==> src/bdc_pkg.sv <==
// Constants and types for the buck regulator digital control block.
// Assumes a single 25 MHz clock and a synchronous active-high reset.
// Notes on behaviour
// - Regulate to primary setting normally, primary or scaled while scaling is active.
// - With scaling enabled, step applied code one code at a time to target.
// - Enable the 40 ohm pull-down during downward scaling steps.
// - Suppress overvoltage and undervoltage faults while stepping between settings.
// - Rewriting the setting in use gives no fault suppression.
// - Host on bit turns the converter on or off.
// - Discharge resistor connected while converter is disabled, removed when enabled.
// - Output good flag is 0 below power-good threshold, else 1.
// - Enabled fault interrupt and low output drive the interrupt line active; the code does so only while the converter is enabled (run_q).
// - Interrupt held until converter off or regulating and status read.
// - Only a read made after the fault is gone clears the interrupt.
// - Peak current at limit turns the power switch off for that cycle.
// - Undervoltage from shortened cycles shuts the converter down.
// - Two consecutive cycles at 125 percent raise warning and interrupt.
// - Eight consecutive cycles at 125 percent shut the converter down.
// - Setting is a 6-bit code, 0.6 V plus 50 mV per step.
package bdc_pkg;
    localparam int unsigned CODE_W = 6;
    localparam int unsigned VOUT_BASE_MV = 600;
    localparam int unsigned VOUT_STEP_MV = 50;
    localparam int unsigned CLK_HZ = 25000000;
    localparam int unsigned STEP_TIME_US = 10;
    localparam int unsigned STEP_CYCLES = (CLK_HZ / 1000000) * STEP_TIME_US;
    localparam int unsigned OC_WARN_COUNT = 2;
    localparam int unsigned OC_SHUT_COUNT = 8;
    localparam int unsigned OC_CNT_W = 4;
    localparam logic [CODE_W-1:0] CODE_RESET = 6'h00;
    typedef enum logic [2:0]
    {
        BDC_IDLE = 3'b001,
        BDC_RAMP = 3'b010,
        BDC_WAIT = 3'b100
    } bdc_ramp_state_t;
endpackage : bdc_pkg

==> src/bdc_step_if.sv <==
// Interface carrying the stepper request and applied code.
// Assumes the stepper and the top share mclk.
`timescale 1ns/1ps
interface bdc_step_if;
    import bdc_pkg::*;
    logic [CODE_W-1:0] target;
    logic [CODE_W-1:0] applied;
    logic ramping;
    logic going_down;
    modport ctrl (output target, input applied, input ramping, input going_down);
    modport stepper (input target, output applied, output ramping, output going_down);
endinterface : bdc_step_if

==> src/bdc_stepper.sv <==
// Steps the applied setting code toward a target one code per interval.
// Assumes the target is stable or changes only by host writes.
`timescale 1ns/1ps
module bdc_stepper #(
    parameter int unsigned STEP_INTERVAL = bdc_pkg::STEP_CYCLES
) (
    // Clock and reset
    input wire logic mclk,
    input wire logic reset,
    // Mode
    input wire logic scale_en,
    // Carrier
    bdc_step_if.stepper sif
);
    import bdc_pkg::*;
    localparam int unsigned TW = $clog2(STEP_INTERVAL + 1);
    localparam logic [TW-1:0] TLOAD = TW'(STEP_INTERVAL - 1);
    bdc_ramp_state_t st_q, st_d;
    logic [CODE_W-1:0] app_q, app_d;
    logic [TW-1:0] tmr_q, tmr_d;

    always_comb
    begin
        st_d = st_q;
        app_d = app_q;
        tmr_d = tmr_q;
        case (st_q)
            BDC_IDLE:
            begin
                if (sif.target != app_q)
                begin
                    if (scale_en)
                    begin
                        st_d = BDC_WAIT;
                        tmr_d = TLOAD;
                    end
                    else
                    begin
                        // A direct jump is never masked, so software must keep it small.
                        app_d = sif.target;
                    end
                end
            end
            BDC_WAIT:
            begin
                // The ramp state costs a cycle of its own, so the wait ends one count early.
                if (tmr_q > TW'(1))
                    tmr_d = tmr_q - 1'b1;
                else
                    st_d = BDC_RAMP;
            end
            BDC_RAMP:
            begin
                if (sif.target > app_q)
                    app_d = app_q + 1'b1;
                else if (sif.target < app_q)
                    app_d = app_q - 1'b1;
                if (app_d == sif.target)
                    st_d = BDC_IDLE;
                else
                begin
                    st_d = BDC_WAIT;
                    tmr_d = TLOAD;
                end
            end
            default:
            begin
                st_d = BDC_IDLE;
            end
        endcase
    end

    always_ff @(posedge mclk)
    begin
        if (reset)
        begin
            st_q <= BDC_IDLE;
            app_q <= CODE_RESET;
            tmr_q <= '0;
        end
        else
        begin
            st_q <= st_d;
            app_q <= app_d;
            tmr_q <= tmr_d;
        end
    end

    assign sif.applied = app_q;
    assign sif.ramping = (st_q != BDC_IDLE) && (sif.target != app_q);
    assign sif.going_down = sif.ramping && (sif.target < app_q);
endmodule : bdc_stepper

==> src/bdc_top.sv <==
// Digital control of one step-down converter: scaling, enable, power good, interrupt, overcurrent.
// Assumes analog comparators deliver synchronous levels and a per-cycle strobe.
`timescale 1ns/1ps
module bdc_top #(
    parameter int unsigned STEP_INTERVAL = bdc_pkg::STEP_CYCLES
) (
    // Clock and reset
    input wire logic mclk,
    input wire logic reset,
    // Host control bits
    input wire logic on_bit,
    input wire logic voltage_scaling,
    input wire logic scale_select,
    input wire logic [bdc_pkg::CODE_W-1:0] primary_voltage_setting,
    input wire logic [bdc_pkg::CODE_W-1:0] scaled_voltage_setting,
    input wire logic fault_interrupt_enable,
    input wire logic status_read,
    input wire logic [2:0] peak_current_limit_setting,
    // Analog comparator inputs
    input wire logic below_good_threshold,
    input wire logic ov_detect,
    input wire logic uv_detect,
    input wire logic cycle_start,
    input wire logic peak_at_limit,
    input wire logic peak_over_125,
    // Analog controls
    output logic converter_enable,
    output logic [bdc_pkg::CODE_W-1:0] applied_setting,
    output logic [2:0] current_limit_code,
    output logic switch_off,
    output logic slew_pulldown_en,
    output logic discharge_en,
    // Status
    output logic output_good_flag,
    output logic overvoltage_fault,
    output logic undervoltage_fault,
    output logic oc_warning,
    output logic oc_shutdown,
    output logic interrupt_request_low,
    output logic interrupt_request_low_oe
);
    import bdc_pkg::*;
    bdc_step_if sif ();
    logic run_q, run_d;
    logic pg_pend_q, pg_pend_d;
    logic oc_pend_q, oc_pend_d;
    logic [OC_CNT_W-1:0] occ_q, occ_d;
    logic ov_q, ov_d, uv_q, uv_d;
    logic good_q, good_d;
    logic swoff_q, swoff_d;
    logic ocw_q, ocw_d, ocs_q, ocs_d;
    logic uvs_q, uvs_d;

    // The scaled code is only chosen while scaling is active.
    assign sif.target = (voltage_scaling && scale_select) ? scaled_voltage_setting : primary_voltage_setting;

    bdc_stepper #(.STEP_INTERVAL(STEP_INTERVAL)) u_step (
        .mclk(mclk),
        .reset(reset),
        .scale_en(voltage_scaling),
        .sif(sif)
    );

    always_comb
    begin
        run_d = on_bit && !ocs_q && !uvs_q;
        good_d = !below_good_threshold;
        ov_d = ov_q;
        uv_d = uv_q;
        if (!sif.ramping && run_q)
        begin
            ov_d = ov_q | ov_detect;
            uv_d = uv_q | uv_detect;
        end
        if (status_read)
        begin
            if (!ov_detect)
                ov_d = 1'b0;
            if (!uv_detect)
                uv_d = 1'b0;
        end
        // Undervoltage shutdown holds until the host cycles the on bit.
        uvs_d = on_bit && (uvs_q || (run_q && !sif.ramping && uv_detect));
        swoff_d = swoff_q;
        if (cycle_start)
            swoff_d = 1'b0;
        if (peak_at_limit)
            swoff_d = 1'b1;
        occ_d = occ_q;
        if (cycle_start)
        begin
            if (!peak_over_125)
                occ_d = '0;
            else if (occ_q != OC_CNT_W'(OC_SHUT_COUNT))
                occ_d = occ_q + 1'b1;
        end
        // A stale count would shut the converter down again as soon as it is re-enabled.
        if (!run_q)
            occ_d = '0;
        ocw_d = ocw_q || (occ_q >= OC_CNT_W'(OC_WARN_COUNT));
        ocs_d = on_bit && (ocs_q || (occ_q >= OC_CNT_W'(OC_SHUT_COUNT)));
        if (status_read && occ_q < OC_CNT_W'(OC_WARN_COUNT))
            ocw_d = 1'b0;
        oc_pend_d = oc_pend_q;
        if (status_read)
            oc_pend_d = 1'b0;
        if (occ_q >= OC_CNT_W'(OC_WARN_COUNT))
            oc_pend_d = 1'b1;
        pg_pend_d = pg_pend_q;
        // A read clears only once the converter is off or back in regulation.
        if (status_read && (!run_q || !below_good_threshold))
            pg_pend_d = 1'b0;
        if (fault_interrupt_enable && run_q && below_good_threshold)
            pg_pend_d = 1'b1;
    end

    always_ff @(posedge mclk)
    begin
        if (reset)
        begin
            run_q <= 1'b0;
            good_q <= 1'b0;
            ov_q <= 1'b0;
            uv_q <= 1'b0;
            uvs_q <= 1'b0;
            swoff_q <= 1'b0;
            occ_q <= '0;
            ocw_q <= 1'b0;
            ocs_q <= 1'b0;
            oc_pend_q <= 1'b0;
            pg_pend_q <= 1'b0;
        end
        else
        begin
            run_q <= run_d;
            good_q <= good_d;
            ov_q <= ov_d;
            uv_q <= uv_d;
            uvs_q <= uvs_d;
            swoff_q <= swoff_d;
            occ_q <= occ_d;
            ocw_q <= ocw_d;
            ocs_q <= ocs_d;
            oc_pend_q <= oc_pend_d;
            pg_pend_q <= pg_pend_d;
        end
    end

    assign converter_enable = run_q;
    assign discharge_en = !run_q;
    assign applied_setting = sif.applied;
    assign current_limit_code = peak_current_limit_setting;
    assign switch_off = swoff_q || !run_q;
    assign slew_pulldown_en = run_q && sif.going_down;
    assign output_good_flag = good_q;
    assign overvoltage_fault = ov_q;
    assign undervoltage_fault = uv_q;
    assign oc_warning = ocw_q;
    assign oc_shutdown = ocs_q;
    // Open drain: the pin is only ever driven low.
    assign interrupt_request_low = 1'b0;
    assign interrupt_request_low_oe = pg_pend_q || oc_pend_q;
endmodule : bdc_top

==> config.mk <==
export PLATFORM = sky130hd
export DESIGN_NAME = bdc_top
export DESIGN_NICKNAME = d
export VERILOG_FILES = /design/src/bdc_pkg.sv /design/src/bdc_step_if.sv /design/src/bdc_stepper.sv /design/src/bdc_top.sv
export SDC_FILE = /design/constraint.sdc
export NUM_CORES = 1
export LEC_CHECK = 0
export BUFFER_PORTS_ARGS = -buffer_cell sky130_fd_sc_hd__buf_2
export CAP_MARGIN = 20
export CORE_MARGIN = 5
export CORE_UTILIZATION = 50
export DETAILED_ROUTE_END_ITERATION = 10
export GPL_ROUTABILITY_DRIVEN = 1
export PLACE_DENSITY = 0.82
export SETUP_SLACK_MARGIN = 0.3
export SYNTH_ARGS = -nofsm -noshare
export SYNTH_HDL_FRONTEND = slang
export SYNTH_SLANG_ARGS = --single-unit
==> constraint.sdc <==
create_clock -name mclk -period 6.6 [get_ports mclk]
set_input_delay 1.32 -clock mclk [delete_from_list [all_inputs] [get_ports mclk]]
set_output_delay 1.32 -clock mclk [all_outputs]
set_load 0.02 [all_outputs]
======== After elaboration in Yosys (flattened, before gate mapping) ========
Cells that the tools add are included.
word-level totals
  bits of input ports ..................... 28
  output and inout bits ................... 20
  logic and storage cells ................. 108
  register bits after elaboration ......... 31
cells by class
  reduce and logical (&&, ||, !) cells .... 36
  bitwise logic cells ..................... 3
  order comparisons ....................... 6
  add/sub/neg operators ................... 4
  eq/ne operators ......................... 14
  multiplexer cells ....................... 31
operator list
  kind                                                                      count
  6-bit 2-to-1 mux                                                          6
  8-bit 2-to-1 mux                                                          4
  8-bit one-hot mux with 3 select lines                                     1
  1-bit logical AND                                                         14
  1-bit 2-to-1 mux                                                          12
  3-bit 2-to-1 mux                                                          4
  6-bit one-hot mux with 2 select lines                                     1
  3-bit one-hot mux with 3 select lines                                     1
  8-bit by 1-bit > comparator with 1-bit output (second input constant)     1
  4-bit 2-to-1 mux                                                          2
  2-bit inequality test (second input constant)                             4
  2-bit nonzero test                                                        4
  8-bit by 1-bit subtractor with 8-bit output (second input constant)       1
  6-bit by 1-bit adder with 6-bit output (second input constant)            1
  6-bit equality test                                                       1
  6-bit > comparator                                                        1
  1-bit logical OR                                                          6
  6-bit < comparator                                                        1
  2-bit by 1-bit inequality test with 1-bit output (second input constant)  3
  6-bit inequality test                                                     1
  3-bit AND reduction                                                       2
  6-bit by 1-bit subtractor with 6-bit output (second input constant)       1
  1-bit zero test                                                           5
  5-bit AND reduction                                                       1
  other kinds (14)                                                          16

======== Logic depth before layout (Yosys ltp) ========
Gate-level depths: netlist of the first run.
  depth in word-level cells ............... 9
  mapped depth ............................ 12
  depth with buffers taken out ............ 12

======== Hierarchy ========
From an unflattened synthesis of the first run, not the netlist that was laid out.
second synthesis, totals
  cells, all modules ...................... 274
  area total of the unflattened synthesis .. 2234.6 sq um
modules (own cells, without submodules)
  module       times used  cells each  area an instance (sq um)  sequential area each (sq um)
  bdc_stepper  1           192         1545.2                    340.3
  bdc_top      1           82          689.4                     280.3

======== Worst setup path after synthesis of the first run ========
OpenSTA, ideal clock, no wires.
  kind .................................... input to output
  start point ............................. in voltage_scaling
  end point ............................... out slew_pulldown_en
  arrival ................................. 2.951 ns
  cell stages on the path ................. 8
  slack ................................... 2.329 ns
  required time ........................... 5.280 ns
  path buffers ............................ 0
  path through ............................ nand2_4 mux2i_1 inv_1 ha_1 nor2b_1 o21ai_0 nand3_1 nor2_1
between the ends
  word-level cells in the longest chain between the ends .. 6
  elaborated cells between the ends (all ways) .. 7
ends and longest elaborated chain
  element                                                                     line               text
  start, declared                                                             bdc_top.sv:12      input wire logic voltage_scaling,
  1-bit logical AND (*)                                                       bdc_top.sv:55      assign sif.target = (voltage_scaling && scale_select) ? scaled_voltage_setting : primary_voltage_setting;
  6-bit 2-to-1 mux (*)                                                        bdc_top.sv:55
  parallel branches: the longest is 2 deep, another holds 6-bit < comparator  n/a
  1-bit logical AND (*)                                                       bdc_stepper.sv:91  assign sif.going_down = sif.ramping && (sif.target < app_q);
  1-bit logical AND (*)                                                       bdc_top.sv:154     assign slew_pulldown_en = run_q && sif.going_down;
  end, declared                                                               bdc_top.sv:31      output logic slew_pulldown_en,
Mark *: on every way between the ends.

======== Worst setup path in the final report of the first run ========
Ends and elaborated chain as after synthesis.

==> results.toml, run 1 <==
[grt]
antenna_found_initial = 0
grt-ovfl-total = 0
grt_use_total_pct = 18.5
grt_first_pass_wirelength_um = 9010
first_global_vias = 1991
grt_max_degree = 27

[cts]
cts_hold_buf = 0
htreeDepth = 2
path_clk_slew_ps = 60
clkSinkCount = 31
cts_buffers = 5
cts_setup_buffers = 0
cts_tree = "done"
cts_root_buffer = "clkbuf_8"
cts-resized-gates = 0
cts_buffer_depth = 2
clk_latency_ps = 280

[status]
status = "finished clean"

[synthesis]
yosysSeqAreaShare_pct = 28.5
synth_common_cells = "40 x nor2_1, 31 x dfxtp_1, 24 x a21oi_1"
synthCells = 288
syn-cell-area_mm2 = 0.00218
synth_warnings = 0
yosysTopAreaCell = "dfxtp_1"
syn_nets = 328
synth_ff_type = "dfxtp_1"
synth_area_leaders = "dfxtp_1 29%, ha_1 6.9%, nor2_1 6.9%, a21oi_1 5.5%, inv_1 3.8%"
yosysMostFrequentCell = "nor2_1"
synth_edf_count = 0
synth_cell_types = 58
ys_async_sr_fraction_pct = 0
avgSynthCellArea_um2 = 7.55
synth-seq-cells = 31
synth_top_area_share_pct = 28.5

[setup_path]
arrival_ps = 3330
worstSetupStartpointType = "primary input"
reg2regPathDepth = 10
r2r-end = "u_step.tmr_q[0]"
r2r_setup_slack_ps = 3590
crit_fanout = 7
worstSetupPathType = "in -> out"
reg2reg_from = "u_step.sif.applied[2]"
crit_start = "voltage_scaling"
end_kind = "output port"
crit_path_end = "slew_pulldown_en"
required_ps = 5280

[timing]
rsz0062_at_grt = "no"
fin_setup_tns_ps = 0
skew_ps = 6.42
max_freq_ghz = 0.215
min_period_ps = 4650
period_share_pct = 70.4
setup_viol = 0
drv_slew = 0
hold_viol_final = 0

[layout]
design_area_mm2 = 0.00251
num_antenna_cells = 0
drive_above_1_share_pct = 19.0
area_delta_synth_final_pct = 15.2
nets = 365
fin_util_pct = 58.4
n_fill_cell = 423

[die]
core_area_mm2 = 0.00429
start_util_pct = 50.7
rows = 24
die_x_um = 76.0
die_h_um = 76.0
io_pins = 48
design.die.area_mm2 = 0.00577

[detailed_routing]
vias_per_cell = 5.86
wl_per_cell_um = 14.1
antenna_left = 0
num_vias = 2214
dr.pass1.iters = 5
drc = 0
wl_um = 5350
drt_iter0_drc = 275

[power_and_ir_drop]
power_density_mw_per_mm2 = 227
peakVddDrop_mv = 0.147
power_mw = 0.568
leakagePower_nw = 1.09

[place]
portBuffers = 40
gp_congestion = 0.947
post-dp-hpwl_um = 4030
placed_area_mm2 = 0.00239

[worst_hold_path]
min_path_type = "reg -> reg"

[flow_run]
cap_violations = 0
==> critical path, cell delays in order <==
cell and delay, ps:
buf_2 150, nand2_4 130, mux2i_1 300, inv_1 70, ha_1 300, nor2b_1 150
o21ai_0 330, nand3_1 210, nor2_1 180, buf_2 180
==> per-stage QoR <==
step                worst slack [ps]  hold WS [ps]  instances
finish                          1950           429        378
global route                    1670           455        378
CTS                             1970           432        378
detailed placement              1990           420        370
global placement                2030           416        370
floorplan                       2330           402        288
==> state kept, by name (all words and copies together), names as in the netlist <==
name                flops
oc_pend_q               1
converter_enable        1
oc_warning              1
uvs_q                   1
u_step.sif.applied      6
oc_shutdown             1
u_step.tmr_q            8
swoff_q                 1
u_step.st_q             3
occ_q                   4
pg_pend_q               1
undervoltage_fault      1
output_good_flag        1
overvoltage_fault       1
==> layer usage <==
| metal | wire (um) | global-route usage, % | share of wire, % |
|---|---|---|---|
| met3 | 325 | 3.91 | 6.1 |
| met4 | 57 | 7.12 | 1.1 |
| met2 | 2370 | 27.5 | 44 |
| met5 | 0 | 0 | 0 |
| met1 | 2590 | 25.8 | 48 |
==> kinds of logic (layout without fill, tap and decap cells) <==
family                   after synthesis  in the layout  synth area share [%]
buffers and inverters                 32             70                  6.21
XOR/XNOR                               8              8                  3.22
AO/OA/AOI/OAI                         75             75                  23.1
other                                  1              1                 0.172
AND/OR/NAND/NOR                      124            124                  28.8
adder cells (fa/ha/maj)               12             12                  6.90
flip-flops                            31             31                  28.5
multiplexers                           5              5                  3.05
==> worst min path at each step <==
stage          start          endpoint  slack (ps)  cells after the start
2_1_floorplan  uvs_q  converter_enable         400                      1
3_3_place_gp   uvs_q  converter_enable         420                      1
3_5_place_dp   uvs_q  converter_enable         420                      1
4_1_cts        uvs_q  converter_enable         430                      1
5_1_grt        uvs_q  converter_enable         460                      1
6_report       uvs_q  converter_enable         430                      1
==> cell usage in the layout (no fill, tap or decap), drive strengths merged, types with 3 or more instances in the layout <==
master,instances
a21oi,25
xnor2,8
buf,40
mux2i,5
o21ai,14
nand2b,5
or3,4
or2,4
nand4b,3
nor2,40
dfxtp,31
nand2,23
nand4,4
a31oi,3
a311oi,3
nand3,13
nor4,3
ha,12
a221oi,7
nor3,13
and2,3
clkbuf,6
inv,22
==> cell type report <==
class | count | area, um^2 | share of cell area [%]
Clock buffer | 6 | 82.6 | 3.30
Clock inverter | 2 | 35.0 | 1.40
Inverter | 22 | 82.6 | 3.30
Multi-Input combinational cell | 225 | 1420 | 56.7
Sequential cell | 31 | 621 | 24.8
Tap cell | 52 | 65.1 | 2.60
Timing Repair Buffer | 40 | 200 | 7.99
==> where the power goes <==
part | internal, mW | total (mW) | leakage [nW] | switching, mW
sequential | 0.198 | 0.212 | 0.254 | 0.0141
combinational | 0.0655 | 0.162 | 0.770 | 0.0960
clock | 0.122 | 0.194 | 0.0612 | 0.0723
total | 0.386 | 0.568 | 1.08 | 0.182
(Power assumes the default switching activity.)
==> run 2: changes to the inputs <==
- CORE_UTILIZATION: 50 -> 49
- PLACE_DENSITY: 0.82 -> 0.84
- clock period: 6.6 -> 4.2 ns (I/O delays scaled with it)
==> run 2 against run 1 <==
  * Sequential share of layout area shrank 0.074 points
  * Utilization down 0.23 points
  * Largest cell class unchanged
  * Clock skew grew 0.73 ps
  * Critical endpoint unchanged
  * Global-route usage down 0.28 points
  * Flip-flop and latch count is the same
  * Power is 57% higher
  * Register-to-register slack lost 2400 ps
  * Highest routed layer unchanged
  * Largest power group unchanged
==> results.toml, run 2 (same netlist as run 1, synthesis figures left out) <==
[layout]
design_area_mm2 = 0.00251
seqCellArea_um2 = 621
largest_reg_flops = 8
num_antenna_cells = 0
fin_util_pct = 58.1
layoutNonFillerInstCount = 379
layout_common_cells = "40 x nor2_1, 40 x buf_2, 31 x dfxtp_1, 24 x a21oi_1"
multiInputGateArea_mm2 = 0.00142
area_delta_synth_final_pct = 15.5
regMostFlops = "u_step.tmr_q"
n_fill_cell = 401
nets = 366
drive_above_1_share_pct = 19.3

[place]
gp_congestion = 0.924
place_ws_ps = 311
post-dp-hpwl_um = 4220
dp.cells = 371
portBuffers = 40
placed_area_mm2 = 0.00240

[timing]
hold_viol_final = 0
holdWs_ps = 433
drv_slew = 0
finalWorstSetupSlack_ps = 471
skew_ps = 7.15
rsz0062_at_grt = "no"
period_share_pct = 88.8
fin_setup_tns_ps = 0
max_freq_ghz = 0.268
min_period_ps = 3730
setup_viol = 0

[setup_path]
arrival_ps = 2890
max_stage_delay_ps = 360
crit_fanout = 7
reg2reg_from = "u_step.sif.applied[3]"
required_ps = 3360
worstSetupStartpointType = "primary input"
worstPathCellList = "buf_2 -> nand2_4 -> mux2i_1 -> inv_1 -> ha_1 -> and4_1 -> nand3_1 -> buf_4 -> nand3_1 -> nor2_1 -> buf_2"
end_kind = "output port"
critPathTopFamily = "simple AND/OR/NAND/NOR gates"
worstSetupPathType = "in -> out"
reg2regPathDepth = 10
critPathSlowestCell = "ha_1"
r2r_setup_slack_ps = 1200
r2r-end = "u_step.tmr_q[0]"
worst-path-buf-inv = 4

[worst_hold_path]
hold_path_depth = 1
min_path_type = "reg -> reg"
min_to = "converter_enable"
holdCritStartpoint = "uvs_q"

[cts]
clkSinkCount = 31
clk_latency_ps = 280
cts_buffer_depth = 2
cts_buffers = 5
htreeDepth = 2
cts_tree = "done"
path_clk_slew_ps = 70
cts_root_buffer = "clkbuf_8"
cts_hold_buf = 0

[power_and_ir_drop]
peakVddDrop_mv = 0.394
p_int_mw = 0.607
power_mw = 0.892
leakagePower_nw = 1.09
power_density_mw_per_mm2 = 355
p_switching_mw = 0.285
pwr-share-comb_pct = 28.7
p_seq_share_pct = 37.4
switching_share_pct = 32.0
clkPwrFrac_pct = 33.9

[detailed_routing]
wl_per_cell_um = 14.3
wl_um = 5440
drc = 0
num_vias = 2234
dr.pass1.iters = 4
vias_per_cell = 5.89
antenna_left = 0
drt_iter0_drc = 175

[flow_run]
cap_violations = 0

[die]
design.die.area_mm2 = 0.00587
core_area_mm2 = 0.00432
start_util_pct = 50.3
die_h_um = 76.6
die_x_um = 76.6
io_pins = 48
rows = 24

[grt]
grt_first_pass_wirelength_um = 9080
grt_use_total_pct = 18.2
grt_max_degree = 27
grt-ovfl-total = 0
first_global_vias = 2048
antenna_found_initial = 0

[status]
status = "finished clean"
==> run 2: cell types whose count changed in the layout (fill, tap and decap cells not counted) <==
cell     delta
buf_4       +1
o21ai_0     -1
o21ai_1     +1
==> run 2: layout make-up <==
type,instances,area share [%]
inverter,22,3.29
tap,52,2.59
multi-input combinational,225,56.5
sequential,31,24.7
clock inverter,2,1.39
clock buffer,6,3.29
timing repair buffer,41,8.26
==> run 2: worst register-to-register path, stage by stage (launching register included) <==
cell and delay, ps:
dfxtp_1 460, inv_1 160, ha_1 340, and4_1 250, o21a_1 170, nor3_1 420
o2bb2ai_1 250, xnor2_1 190, nand4_2 170, and2_4 210, o31a_1 270
==> run 2: timing repair <==
item                                    4_1_cts  5_1_grt
setup buffers                                 0        0
gates resized for setup                       0        1
endpoints found under the setup margin        0        1
==> run 2: worst max-delay path by stage <==
stage / start / endpoint / slack [ps] / cells past startpoint
after CTS: voltage_scaling / slew_pulldown_en / 490 / 10
final: voltage_scaling / slew_pulldown_en / 470 / 11
after detailed placement: voltage_scaling / u_step.tmr_q[0] / 310 / 13
after global routing: voltage_scaling / slew_pulldown_en / 320 / 11
after global placement: voltage_scaling / u_step.tmr_q[0] / 430 / 13
after floorplan: voltage_scaling / u_step.tmr_q[0] / 740 / 12
==> run 2: power by group through the flow <==
stage	sequential (mW)	combinational, mW	clock (mW)
floorplan	0.342	0.187	0
global placement	0.340	0.248	0
detailed placement	0.340	0.250	0
CTS	0.333	0.252	0.307
global route	0.337	0.282	0.318
finish	0.334	0.256	0.302
==> run 2: metal layers <==
| metal | share of wire [%] | routed length (um) | track usage (%) | up-vias |
|---|---|---|---|---|
| li1 | - | - | - | 1109 |
| met1 | 44 | 2380 | 22.5 | 1037 |
| met2 | 48 | 2590 | 30.8 | 82 |
| met3 | 7.4 | 405 | 4.37 | 6 |
| met4 | 1.0 | 56 | 5.77 | 0 |
| met5 | 0 | 0 | 0 | - |
==> run 3: changes to the inputs <==
- CORE_UTILIZATION: 49 -> 50
- PLACE_DENSITY: 0.84 -> 0.82
- clock period: 4.2 -> 3.6 ns (I/O delays scaled with it)
==> run 3 against run 2 <==
  * Combinational power rose by 39%
  * Hold slack got worse by 2.9 ps
  * Utilization grew 4.7 points
  * Non-clock buffer count rose by 9
  * Clock-buffer cell count is the same
  * Critical path type is now in -> reg
  * Largest power group unchanged
  * Highest routed layer unchanged
==> results.toml, run 3 (same netlist as run 1, synthesis figures left out) <==
[timing]
drv_slew = 0
min_period_ps = 3210
skew_ps = 8.14
max_freq_ghz = 0.311
period_share_pct = 89.2
setup_viol = 0
worst-slew-pin-transition_ps = 526
rsz0062_at_grt = "no"
slew_headroom_pct = 64.9
hold_viol_final = 0

[die]
start_util_pct = 50.7
rows = 24
core_area_mm2 = 0.00429
die_x_um = 76.0
design.die.area_mm2 = 0.00577
die_h_um = 76.0
io_pins = 48

[layout]
nets = 375
layout_common_cells = "40 x nor2_1, 38 x buf_2, 31 x dfxtp_1, 23 x a21oi_1, 22 x nand2_1"
n_fill_cell = 375
largest_reg_flops = 8
num_antenna_cells = 0
seqCellArea_um2 = 621
layout_commonest_cell = "nor2_1"
multiInputGateArea_mm2 = 0.00156
area_delta_synth_final_pct = 23.9
drive_above_1_share_pct = 26.2
layoutNonFillerInstCount = 388
regMostFlops = "u_step.tmr_q"
fin_util_pct = 62.8

[place]
post-dp-hpwl_um = 4200
gp_congestion = 0.968
portBuffers = 40
dp.cells = 378

[cts]
htreeDepth = 2
cts_buffers = 5
cts_root_buffer = "clkbuf_8"
clkSinkCount = 31
clk_latency_ps = 290
cts_tree = "done"
cts_hold_buf = 0
cts_buffer_depth = 2
path_clk_slew_ps = 70

[power_and_ir_drop]
power_density_mw_per_mm2 = 374
p_seq_share_pct = 38.7
leakagePower_nw = 1.13
power_mw = 1.01
p_switching_mw = 0.353
p_int_mw = 0.656
pwr-share-comb_pct = 35.2
clkPwrFrac_pct = 26.1
peakVddDrop_mv = 0.331
switching_share_pct = 35.0

[status]
status = "finished clean"

[detailed_routing]
vias_per_cell = 5.96
antenna_left = 0
num_vias = 2312
drc = 0
wl_per_cell_um = 14.8
wl_um = 5750
drt_iter0_drc = 245
dr.pass1.iters = 5

[grt]
grt-ovfl-total = 0
antenna_found_initial = 0
first_global_vias = 2125
grt_max_degree = 27
grt_use_total_pct = 18.8
grt_first_pass_wirelength_um = 9260

[setup_path]
end_kind = "flop"
worstSetupStartpointType = "primary input"
worstSetupPathType = "in -> reg"
required_ps = 3780
arrival_ps = 3390
crit_fanout = 5

[worst_hold_path]
min_path_type = "reg -> reg"

[flow_run]
cap_violations = 0
-- run 3: changes by cell type in the layout (fill, tap and decap cells not counted), sizes merged --
| cell | previous run | this run |
|---|---|---|
| buf | 41 | 50 |
| bufinv | 1 | 0 |
| clkinvlp | 0 | 1 |
-- run 3: what timing repair did --
item,CTS,global route
setup endpoints to repair,2,13
resized for setup,3,26
buffers inserted,1,1
pin swaps,0,7
-- run 3: per-stage QoR --
step / hold WS [ps] / TNS, ps / cell area (um^2) / setup slack [ps]
after floorplan: 402 / 0 / 2190 / 301
after global placement: 419 / 0 / 2460 / 66.3
after detailed placement: 427 / -13.1 / 2460 / -13.1
after CTS: 432 / 0 / 2570 / 302
after global routing: 466 / 0 / 2700 / 293
final: 430 / 0 / 2700 / 389
-- run 3: area by class of cell --
class	instances	share of cell area, %
clock buffers	6	2.69
clock inverters	2	0.464
inverters	22	3.06
multi-input cells	225	57.7
flip-flops and latches	31	23.0
well taps	52	2.41
repair buffers	50	10.7
-- run 3: power by group through the flow --
| stage | Clock, mW | Combinational (mW) | Sequential, mW |
|---|---|---|---|
| after floorplan | 0 | 0.222 | 0.399 |
| after global placement | 0 | 0.308 | 0.396 |
| after detailed placement | 0 | 0.310 | 0.397 |
| after CTS | 0.271 | 0.316 | 0.389 |
| after global routing | 0.291 | 0.393 | 0.393 |
| final | 0.264 | 0.355 | 0.390 |
-- run 3: final timing paths --
path / end / startpoint / cells past startpoint / slack (ps)
setup / recovery: u_step.tmr_q[0] / scale_select / 13 / 390
hold / removal: converter_enable / uvs_q / 1 / 430
setup reg to reg: u_step.tmr_q[0] / u_step.sif.applied[2] / 10 / 710
hold reg to reg: converter_enable / uvs_q / 1 / 430
-- run 3: routing by layer --
layer / part of all wire [%] / track usage [%] / wire length (um) / vias up
met1: 42 / 24.5 / 2430 / 1057
met4: 2.2 / 9.79 / 125 / 0
li1: - / - / - / 1121
met3: 8.9 / 5.33 / 511 / 17
met5: 0 / 0 / 0 / -
met2: 47 / 27.9 / 2680 / 117
-- run 3: worst max-delay path, stage by stage --
cell and delay, ps:
buf_6 120, nand2_8 100, mux2i_2 240, inv_1 100, ha_4 250, nor2b_4 130
o21a_2 240, o311a_1 360, or3_4 370, a22oi_2 140, nand4_2 170, and2_4 220
o31a_1 230
